[config.mk]
export PLATFORM = sky130hd
export DESIGN_NAME = cmmc_mailbox_ctrl
export DESIGN_NICKNAME = d
export VERILOG_FILES = /design/src/verilog/cmmc_pkg.sv /design/src/verilog/cmmc_hold_timer.sv /design/src/verilog/cmmc_mailbox_ctrl.sv
export VERILOG_INCLUDE_DIRS = /design/src /design/src/verilog
export SDC_FILE = /design/constraint.sdc
export NUM_CORES = 1
export LEC_CHECK = 0
export BUFFER_PORTS_ARGS = -buffer_cell sky130_fd_sc_hd__clkbuf_2
export CAP_MARGIN = 25
export CORE_AREA = 2 2 246 248
export CTS_BUF_LIST = sky130_fd_sc_hd__clkbuf_8
export DETAILED_ROUTE_END_ITERATION = 8
export DIE_AREA = 0 0 248 250
export GPL_TIMING_DRIVEN = 0
export SLEW_MARGIN = 20
export SYNTH_ARGS = -nofsm -noshare
export SYNTH_HDL_FRONTEND = slang
export SYNTH_SLANG_ARGS = --single-unit
[constraint.sdc]
create_clock -name clk -period 1.75 [get_ports clk]
set_input_delay 0.35 -clock clk [delete_from_list [all_inputs] [get_ports clk]]
set_output_delay 0.35 -clock clk [all_outputs]
set_load 0.05 [all_outputs]
[src/verilog/cmmc_consts.svh]
`ifndef CMMC_CONSTS_SVH
`define CMMC_CONSTS_SVH

// number of mailboxes and width of the register index
`define CMMC_NUM_MB 32
`define CMMC_ADDR_W 5

// control register reset value
`define CMMC_CTRL_RESET 8'h00

// shared low positions: receive view / transmit view
`define CMMC_BIT_NEW_SENT 0
`define CMMC_BIT_INV_ACTIVE 1
`define CMMC_BIT_LOST_ABT 2
// positions with no storage
`define CMMC_BIT_UNUSED_A 3
`define CMMC_BIT_UNUSED_B 5
// configuration positions
`define CMMC_BIT_SINGLE_ATTEMPT_ENABLE 4
`define CMMC_BIT_RXCFG 6
`define CMMC_BIT_TXCFG 7

// message-lost clear guard after the sixth end-of-frame bit, in bus clocks
`define CMMC_LOST_HOLD_CYC 5

`endif

[src/verilog/cmmc_pkg.sv]
package cmmc_pkg;

    // which flag set the shared low positions of a control register show
    typedef enum logic
    {
        CMMC_VIEW_RX = 1'b0,
        CMMC_VIEW_TX = 1'b1
    } cmmc_view_t;

endpackage
[src/verilog/cmmc_hold_timer.sv]
`timescale 1ns/1ps
`include "cmmc_consts.svh"

// busy for a fixed number of cycles after a start pulse
module cmmc_hold_timer
#(
    parameter int CYCLES = `CMMC_LOST_HOLD_CYC
)
(
    input wire logic clk,
    input wire logic resetn,
    input wire logic start,
    output logic busy
);

    localparam int CW = $clog2(CYCLES + 1);

    // remaining guarded cycles
    logic [CW-1:0] cnt_q;
    logic [CW-1:0] cnt_d;

    // reload on start, otherwise count down to zero
    always_comb
    begin
        cnt_d = cnt_q;
        if (start)
        begin
            cnt_d = CW'(CYCLES);
        end
        else if (cnt_q != '0)
        begin
            cnt_d = cnt_q - CW'(1);
        end
    end

    // counter register
    always_ff @(posedge clk or negedge resetn)
    begin
        if (!resetn)
        begin
            cnt_q <= '0;
        end
        else
        begin
            cnt_q <= cnt_d;
        end
    end

    assign busy = (cnt_q != '0);

endmodule

[src/verilog/cmmc_mailbox_ctrl.sv]
// Notes on behaviour
// RULE1: transmit mailbox shows transmit flags in low bits
// RULE2: receiving flag high while storing, then clears
// RULE3: software ignores contents while receiving flag high
// RULE4: new flag sets together with receiving flag
// RULE5: writing 0 clears new flag, not while storing
// RULE6: lost flag marks overwritten or overrun message
// RULE7: sent flag sets on successful transmission
// RULE8: sent and transmit config never cleared together
// RULE9: software clears transmit config before sent flag
// RULE10: software clears sent flag before new request
// RULE11: active flag sets when transmission begins
// RULE12: active clears on arbitration loss, error, completion
// RULE13: abort flag high only after completed abort
// RULE14: bits 3 and 5 read zero, no storage
// RULE15: single attempt bit selects one-shot operation
// RULE16: receive config bit enables reception
// RULE17: transmit config bit requests transmission
// RULE18: software clears receive flags with receive config
// RULE19: status flags ignore writes of one
// RULE20: software writes one to flags it keeps
// RULE21: lost sets at sixth end-of-frame bit if unread
// RULE22: lost clear ignored five cycles after that bit
// RULE23: abort flag sets on early abort or failure
// RULE24: one-shot transmit no retry, sent or abort
`timescale 1ns/1ps
`include "cmmc_consts.svh"

module cmmc_mailbox_ctrl
#(
    parameter int NUM_MB = `CMMC_NUM_MB,
    parameter int ADDR_W = `CMMC_ADDR_W
)
(
    input wire logic clk,
    input wire logic resetn,
    // register port
    input wire logic [ADDR_W-1:0] reg_addr,
    input wire logic [7:0] reg_wdata,
    input wire logic reg_wr,
    input wire logic reg_rd,
    output logic [7:0] reg_rdata,
    // reception storage engine events, one bit per mailbox
    input wire logic [NUM_MB-1:0] rx_eof6,
    input wire logic [NUM_MB-1:0] rx_store_start,
    input wire logic [NUM_MB-1:0] rx_store_done,
    // transmission engine events, one bit per mailbox
    input wire logic [NUM_MB-1:0] tx_start,
    input wire logic [NUM_MB-1:0] tx_done,
    input wire logic [NUM_MB-1:0] tx_fail,
    // mailbox configuration seen by the engines
    output logic [NUM_MB-1:0] mb_rx_enable,
    output logic [NUM_MB-1:0] mb_tx_request,
    output logic [NUM_MB-1:0] mb_single_attempt
);

    // per-mailbox flag and configuration state
    logic [NUM_MB-1:0] new_q, new_d;          // new message flag
    logic [NUM_MB-1:0] inv_q, inv_d;          // reception in progress flag
    logic [NUM_MB-1:0] lost_q, lost_d;        // message lost flag
    logic [NUM_MB-1:0] sent_q, sent_d;        // transmit complete flag
    logic [NUM_MB-1:0] active_q, active_d;    // transmit in progress flag
    logic [NUM_MB-1:0] abt_q, abt_d;          // abort complete flag
    logic [NUM_MB-1:0] pend_q, pend_d;        // abort requested during transmission
    logic [NUM_MB-1:0] single_attempt_enable_q, single_attempt_enable_d;  // single attempt enable
    logic [NUM_MB-1:0] used_q, used_d;        // one-shot reception already taken
    logic [NUM_MB-1:0] rxcfg_q, rxcfg_d;      // receive configure bit
    logic [NUM_MB-1:0] txcfg_q, txcfg_d;      // transmit configure bit
    logic [7:0] rdata_q, rdata_d;             // read data register
    // lost-clear guard per mailbox
    logic [NUM_MB-1:0] lost_start;
    logic [NUM_MB-1:0] lost_hold;

    // transmit view when not receive-configured and any transmit state is live
    function automatic cmmc_pkg::cmmc_view_t mb_view(
        input logic rx,
        input logic tx,
        input logic sent,
        input logic act,
        input logic abt
    );
        mb_view = cmmc_pkg::CMMC_VIEW_RX;
        if (!rx && (tx || sent || act || abt))
        begin
            mb_view = cmmc_pkg::CMMC_VIEW_TX;
        end
    endfunction

    // compose one control register byte as software reads it
    function automatic logic [7:0] mb_byte(
        input cmmc_pkg::cmmc_view_t view,
        input logic [2:0] rx_flags,
        input logic [2:0] tx_flags,
        input logic one,
        input logic rx,
        input logic tx
    );
        mb_byte = 8'h00;
        mb_byte[`CMMC_BIT_NEW_SENT] = (view == cmmc_pkg::CMMC_VIEW_TX) ? tx_flags[0] : rx_flags[0];
        mb_byte[`CMMC_BIT_INV_ACTIVE] = (view == cmmc_pkg::CMMC_VIEW_TX) ? tx_flags[1] : rx_flags[1];
        mb_byte[`CMMC_BIT_LOST_ABT] = (view == cmmc_pkg::CMMC_VIEW_TX) ? tx_flags[2] : rx_flags[2];
        mb_byte[`CMMC_BIT_SINGLE_ATTEMPT_ENABLE] = one;
        mb_byte[`CMMC_BIT_RXCFG] = rx;
        mb_byte[`CMMC_BIT_TXCFG] = tx;
    endfunction

    // lost-clear guard timers, one per mailbox
    for (genvar g = 0; g < NUM_MB; g++)
    begin : g_hold
        cmmc_hold_timer #(
            .CYCLES(`CMMC_LOST_HOLD_CYC)
        ) u_hold (
            .clk(clk),
            .resetn(resetn),
            .start(lost_start[g]),
            .busy(lost_hold[g])
        );
    end

    // next state of every mailbox: software part first, engine events override
    always_comb
    begin
        logic hit;
        cmmc_pkg::cmmc_view_t view;
        hit = 1'b0;
        view = cmmc_pkg::CMMC_VIEW_RX;
        new_d = new_q;
        inv_d = inv_q;
        lost_d = lost_q;
        sent_d = sent_q;
        active_d = active_q;
        abt_d = abt_q;
        pend_d = pend_q;
        single_attempt_enable_d = single_attempt_enable_q;
        used_d = used_q;
        rxcfg_d = rxcfg_q;
        txcfg_d = txcfg_q;
        lost_start = '0;
        for (int j = 0; j < NUM_MB; j++)
        begin
            hit = reg_wr && (reg_addr == ADDR_W'(j));
            view = mb_view(rxcfg_q[j], txcfg_q[j], sent_q[j], active_q[j], abt_q[j]);
            // software write: configuration bits store as written
            if (hit)
            begin
                single_attempt_enable_d[j] = reg_wdata[`CMMC_BIT_SINGLE_ATTEMPT_ENABLE]; // RULE15
                rxcfg_d[j] = reg_wdata[`CMMC_BIT_RXCFG]; // RULE16
                txcfg_d[j] = reg_wdata[`CMMC_BIT_TXCFG]; // RULE17
                if (view == cmmc_pkg::CMMC_VIEW_TX)
                begin
                    // sent clears only once transmit config is already 0
                    if (!reg_wdata[`CMMC_BIT_NEW_SENT] && !txcfg_q[j])
                    begin
                        sent_d[j] = 1'b0; // RULE8
                    end
                    // writing 1 leaves the abort flag alone
                    if (!reg_wdata[`CMMC_BIT_LOST_ABT])
                    begin
                        abt_d[j] = 1'b0; // RULE19
                    end
                    // withdrawing a request aborts it
                    if (txcfg_q[j] && !reg_wdata[`CMMC_BIT_TXCFG])
                    begin
                        if (active_q[j])
                        begin
                            pend_d[j] = 1'b1;
                        end
                        else if (!sent_q[j])
                        begin
                            abt_d[j] = 1'b1; // RULE23
                        end
                    end
                end
                else
                begin
                    // new flag cannot be cleared while storing
                    if (!reg_wdata[`CMMC_BIT_NEW_SENT] && !inv_q[j])
                    begin
                        new_d[j] = 1'b0; // RULE5
                    end
                    // lost flag guarded after the sixth end-of-frame bit
                    if (!reg_wdata[`CMMC_BIT_LOST_ABT] && !lost_hold[j])
                    begin
                        lost_d[j] = 1'b0; // RULE22
                    end
                    // dropping receive config re-arms one-shot reception
                    if (!reg_wdata[`CMMC_BIT_RXCFG])
                    begin
                        used_d[j] = 1'b0;
                    end
                end
            end
            // overwrite or overrun of an unread message, not in one-shot mode
            if (rx_eof6[j] && new_q[j] && !single_attempt_enable_q[j])
            begin
                lost_d[j] = 1'b1; // RULE21 RULE6
                lost_start[j] = 1'b1; // RULE22
            end
            // storage starts: both flags rise together
            if (rx_store_start[j] && mb_rx_enable[j])
            begin
                inv_d[j] = 1'b1; // RULE2
                new_d[j] = 1'b1; // RULE4
                used_d[j] = single_attempt_enable_q[j]; // RULE15
            end
            // storage finished: message valid at once
            if (rx_store_done[j])
            begin
                inv_d[j] = 1'b0; // RULE2
            end
            // transmission begins
            if (tx_start[j])
            begin
                active_d[j] = 1'b1; // RULE11
            end
            // successful completion
            if (tx_done[j])
            begin
                active_d[j] = 1'b0; // RULE12
                sent_d[j] = 1'b1; // RULE7
                pend_d[j] = 1'b0; // RULE13
            end
            // arbitration loss or bus error
            if (tx_fail[j])
            begin
                active_d[j] = 1'b0; // RULE12
                if (pend_q[j] || single_attempt_enable_q[j])
                begin
                    abt_d[j] = 1'b1; // RULE23 RULE24
                    pend_d[j] = 1'b0;
                end
            end
        end
    end

    // read data stand in the cycle after the read strobe only
    always_comb
    begin
        rdata_d = 8'h00;
        if (reg_rd && (int'(reg_addr) < NUM_MB))
        begin
            rdata_d = mb_byte(
                mb_view(rxcfg_q[reg_addr], txcfg_q[reg_addr], sent_q[reg_addr],
                        active_q[reg_addr], abt_q[reg_addr]),
                {lost_q[reg_addr], inv_q[reg_addr], new_q[reg_addr]},
                {abt_q[reg_addr], active_q[reg_addr], sent_q[reg_addr]},
                single_attempt_enable_q[reg_addr], rxcfg_q[reg_addr], txcfg_q[reg_addr]); // RULE1 RULE14
        end
    end

    // state registers
    always_ff @(posedge clk or negedge resetn)
    begin
        if (!resetn)
        begin
            new_q <= '0;
            inv_q <= '0;
            lost_q <= '0;
            sent_q <= '0;
            active_q <= '0;
            abt_q <= '0;
            pend_q <= '0;
            single_attempt_enable_q <= '0;
            used_q <= '0;
            rxcfg_q <= '0;
            txcfg_q <= '0;
            rdata_q <= `CMMC_CTRL_RESET;
        end
        else
        begin
            new_q <= new_d;
            inv_q <= inv_d;
            lost_q <= lost_d;
            sent_q <= sent_d;
            active_q <= active_d;
            abt_q <= abt_d;
            pend_q <= pend_d;
            single_attempt_enable_q <= single_attempt_enable_d;
            used_q <= used_d;
            rxcfg_q <= rxcfg_d;
            txcfg_q <= txcfg_d;
            rdata_q <= rdata_d;
        end
    end

    assign reg_rdata = rdata_q;
    // receive when configured, not for transmit, one-shot not yet used
    assign mb_rx_enable = rxcfg_q & ~txcfg_q & ~used_q; // RULE16 RULE15
    // request transmission until sent or aborted
    assign mb_tx_request = txcfg_q & ~rxcfg_q & ~sent_q & ~abt_q; // RULE17 RULE10
    // engine must not retry when set
    assign mb_single_attempt = single_attempt_enable_q; // RULE24

    // reads of 1 of the two storage-less positions never happen
    AST_ZERO_BITS: assert property (@(posedge clk) disable iff (!resetn) // RULE14
        reg_rd |=> (reg_rdata[`CMMC_BIT_UNUSED_A] == 1'b0) && (reg_rdata[`CMMC_BIT_UNUSED_B] == 1'b0))
        else $error("unused control bits read as one");

    // per-mailbox checks
    for (genvar g = 0; g < NUM_MB; g++)
    begin : g_chk
        AST_TX_VIEW: assert property (@(posedge clk) disable iff (!resetn) // RULE1
            (reg_rd && reg_addr == ADDR_W'(g) && txcfg_q[g] && !rxcfg_q[g])
            |=> (reg_rdata[2:0] == $past({abt_q[g], active_q[g], sent_q[g]})))
            else $error("transmit mailbox did not show transmit flags");
        AST_INV_CLEAR: assert property (@(posedge clk) disable iff (!resetn) // RULE2
            rx_store_done[g] |=> !inv_q[g])
            else $error("reception flag stayed high after storage");
        AST_NEW_WITH_INV: assert property (@(posedge clk) disable iff (!resetn) // RULE4
            $rose(inv_q[g]) |-> new_q[g])
            else $error("new flag not set with reception flag");
        AST_NEW_PROTECT: assert property (@(posedge clk) disable iff (!resetn) // RULE5
            (reg_wr && reg_addr == ADDR_W'(g) && inv_q[g] && new_q[g]) |=> new_q[g])
            else $error("new flag cleared while storing");
        AST_NEW_W1: assert property (@(posedge clk) disable iff (!resetn) // RULE19
            (reg_wr && reg_addr == ADDR_W'(g) && !new_q[g] && !rx_store_start[g]) |=> !new_q[g])
            else $error("software write set the new flag");
        AST_SENT_SET: assert property (@(posedge clk) disable iff (!resetn) // RULE7
            tx_done[g] |=> sent_q[g] && !active_q[g])
            else $error("sent flag not set on completion");
        AST_NO_DOUBLE_CLEAR: assert property (@(posedge clk) disable iff (!resetn) // RULE8
            (reg_wr && reg_addr == ADDR_W'(g) && txcfg_q[g] && sent_q[g]) |=> sent_q[g])
            else $error("sent and transmit config cleared together");
        AST_ACTIVE_SET: assert property (@(posedge clk) disable iff (!resetn) // RULE11
            (tx_start[g] && !tx_done[g] && !tx_fail[g]) |=> active_q[g])
            else $error("active flag not set at transmission start");
        AST_ACTIVE_CLR: assert property (@(posedge clk) disable iff (!resetn) // RULE12
            ((tx_done[g] || tx_fail[g]) && !tx_start[g]) |=> !active_q[g])
            else $error("active flag not cleared");
        AST_ABT_SINGLE_ATTEMPT_ENABLE: assert property (@(posedge clk) disable iff (!resetn) // RULE24
            (tx_fail[g] && single_attempt_enable_q[g]) |=> abt_q[g] && !mb_tx_request[g])
            else $error("one-shot failure did not abort");
        AST_LOST_HOLD: assert property (@(posedge clk) disable iff (!resetn) // RULE22
            (rx_eof6[g] && new_q[g] && !single_attempt_enable_q[g]) |=> lost_q[g] [*5])
            else $error("lost flag cleared inside guard window");
        AST_SINGLE_ATTEMPT_ENABLE_RX: assert property (@(posedge clk) disable iff (!resetn) // RULE15
            (rx_store_start[g] && mb_rx_enable[g] && single_attempt_enable_q[g] && !reg_wr) |=> !mb_rx_enable[g])
            else $error("one-shot mailbox still receiving");
        COV_LOST: cover property (@(posedge clk) disable iff (!resetn)
            rx_eof6[g] && new_q[g] && !single_attempt_enable_q[g]);
        COV_SENT: cover property (@(posedge clk) disable iff (!resetn)
            tx_start[g] ##[1:50] tx_done[g]);
        COV_ABORT: cover property (@(posedge clk) disable iff (!resetn)
            pend_q[g] ##[1:50] abt_q[g]);
    end

endmodule

==> metrics.md <==
| Metric | Value |
|---|---|
| Sink Count | 454 |
| Netlist cell types | 79 |
| CTS Buf Count | 80 |
| Fmax | 0.447 GHz |
| Initial antenna violation count | 5 |
| FF-to-FF Start | rxcfg_q[10]$_DFFE_PN0P_ |
| Layout Skew | 0.0271 ns |
| Startpoint types | register |
| CP endpoint kind | output pin |
| Placed insts | 3266 |
| Netlist Area Pre-Place | 23400 µm² |
| Main area contributors after synthesis | dfrtp_1, mux2_2, mux4_2 |
| Met3 WL post-DR | 7350 µm |
| Hold path cells | 3 |
| First-pass GRT wire length | 136000 µm |
| Cell Pwr Density | 1160 nW/µm² |
| DIE HEIGHT | 250 µm |
| Sequential area share after synthesis | 48.5% |
| Maximum buffer depth of the clock tree | 3 |
| Fill count | 4969 |
| H-tree levels | 3 |
| Final layout net count | 3159 |
| Worst Path Class, Setup | reg2out |
| R2R cell count | 6 |
| DR vias/cell | 5.76 |
| CTS Root Cell | clkbuf_8 |
| Worst path required time | 1.40 ns |
| Arrival @ worst endpoint | 1.89 ns |
| Post-synth EDFFs | 0 |
| #FFs+latches synth | 454 |
| Top-area cell type share of the netlist area | 48.5% |
| Commonest non-fill, non-tap cell in the layout | dfrtp_1 |
| WL/cell | 24.9 µm |
| Routed met2 length | 43900 µm |
| Synthesized area per cell | 10.8 µm² |
| Max-cap viol count | 0 |
| Initial Util | 39.3% |
| Min-delay src | rx_eof6[0] |
| Number of global-route vias before repair | 21900 |
| Post-Place Setup Slack | -1.39 ns |
| Relative slew slack | 25.0% |
| Leakage power | 14.5 nW |
| Syn Inst Count | 2176 |
| P&R area growth vs syn | 42.4% |
| Placed inst area | 27000 µm² |
| Met1 WL | 37000 µm |
| Worst Max-Slew Pin Slew | 1.12 ns |
| RSZ-0062 raised after global routing | true |
| Largest net degree at the start of global routing | 93 |
| Core Footprint | 59600 µm² |
| Top FF cell, synth | dfrtp_1 |
| Port Buffers | 299 |
| Post-route ant nets | 0 |
| Synth Warn # | 0 |
| I/O pin total | 313 |
| RR Endpoint | reg_rdata[1]$_DFF_PN0_ |
| DRC | 0 |
| DP HPWL | 63700 µm |
| Power Total | 38.6 mW |
| Clock Latency Late Sink | 0.69 ns |
| Final min period | 2.24 ns |
| Final Instance Area | 33400 µm² |
| Maximum fanout along the worst path | 4 |
| Final WS setup | -0.487 ns |
| Die width | 248 µm |
| Post-synth top area cell | dfrtp_1 |
| Initial DRC Count | 1949 |
| Hold WC Path Type | in2reg |
| Clock-pin slew on the worst setup and hold paths | 0.06 ns |
| GRT Resource Usage Total | 29.4% |
| Min Hold Slack | 0.0233 ns |
| Max VDD drop | 767 µV |
| DR top layer | met5 |
| Layout cells sized above 1 | 37.6% |
| FFs w/ async S/R, synth | 100% |
| CTS tree | yes |
| GR Overflow Total | 0 |
| Setup-failing EPs final | 73 |
| GP Congestion | 0.942 |
| Drt first pass iters | 7 |
| Row cnt | 90 |
| Fin. Hold Viols | 0 |
| Max Slew Vio Count | 0 |
| Final wirelength | 93000 µm |
| Finished Layout Cells | 3728 |
| Most used cells in the layout excluding fill and tap cells | dfrtp_1, nand2_1, clkbuf_2 |
| Die area | 62000 µm² |
| Worst Hold Path EP | g_hold[0].u_hold.cnt_q[2]$_DFFE_PN0P_ |
| Status | finished, violations left |
| R2r setup slk | -0.47 ns |
| Failing checks | negative setup slack |
| Final period util | 128% |
| DR vias | 21500 |
cells by family after synthesis:
family	share of synthesized area [%]
multiplexers	12.6
flip-flops	48.5
XOR/XNOR	1.20
buffers and inverters	2.95
AO/OA/AOI/OAI	11.2
other	0.0160
adder cells (fa/ha/maj)	3.42
AND/OR/NAND/NOR	20.2
cells in the mapped netlist (all sizes together) (19+ instances only):
cell,count
nand2,246
and2,36
ha,64
a22oi,19
nor4,23
xnor2,32
inv,75
mux2,95
nor3,80
clkbuf,34
dfrtp,454
o21ai,67
buf,34
o211a,32
mux2i,76
o31ai,84
nand2b,96
a21oi,38
o21a,33
nor2,211
nand3b,42
mux4,49
nor4b,37
nor3b,43
layout make-up:
class                   count  area (µm²)  share of cell area (%)
inverters                  75         282                   0.844
repair buffers            627        5550                    16.6
diodes                      2        5.00                  0.0150
clock buffers              98        1350                    4.04
flip-flops and latches    454       11500                    34.6
multi-input cells        1580       12900                    38.8
well taps                 782         978                    2.93
plain buffers              68         531                    1.59
clock inverters            42         206                   0.619
per-layer routing:
layer  track usage (%)  vias to the layer above
met2              47.2                     1054
met1              38.0                    10800
met5                 0                        -
li1                  -                     9319
met3              5.80                      277
met4              13.9                        6
stage by stage:
| step | utilization (%) | TNS, ns |
|---|---|---|
| floorplan | - | -21.06 |
| global placement | 44.9 | -4839.64 |
| detailed placement | 45.2 | -206.60 |
| CTS | 54.8 | -58.47 |
| global route | 56.0 | -22.92 |
| finish | 56.0 | -19.64 |
state kept, by name (all words and copies together), names as in the netlist:
name and count:
g_hold.u_hold.cnt_q 96, abt_q 32, active_q 32, inv_q 32, lost_q 32, mb_single_attempt 32
new_q 32, pend_q 32, rxcfg_q 32, sent_q 32, txcfg_q 32, used_q 32
reg_rdata 6
power breakdown:
part	internal (mW)	leakage [nW]	switching, mW
sequential	13.0	5.13	2.57
clock	5.18	0.908	4.63
combinational	6.34	8.44	6.89
total	24.5	14.5	14.1
worst max-delay path, cell delays in order (launching register included):
cell	delay [ns]
dfrtp_2	0.43
buf_4	0.15
nor4b_4	0.35
clkbuf_8	0.27
how the worst max path moves through the flow:
stage | from | to | cells after the start
2_1_floorplan | reg_addr[0] | reg_rdata[4]$_DFF_PN0_ | 8
5_1_grt | rxcfg_q[10]$_DFFE_PN0P_ | reg_rdata[1]$_DFF_PN0_ | 6
6_report | rxcfg_q[10]$_DFFE_PN0P_ | mb_tx_request[10] | 3
4_1_cts | rxcfg_q[24]$_DFFE_PN0P_ | reg_rdata[1]$_DFF_PN0_ | 5
3_3_place_gp | resetn | g_hold[7].u_hold.cnt_q[0]$_DFFE_PN0P_ | 1
3_5_place_dp | reg_wdata[2] | abt_q[16]$_DFF_PN0_ | 5
what timing repair did:
| action | CTS | global route |
|---|---|---|
| endpoints found under the setup margin | 218 | 257 |
| pin swaps | 76 | 31 |
| gates resized for setup | 428 | 122 |
| endpoints found under the hold margin | 392 | 86 |
| gates cloned | 0 | 3 |
| hold buffers | 159 | 1 |
| buffers inserted | 112 | 46 |
Power figures use the tool's default switching activity.
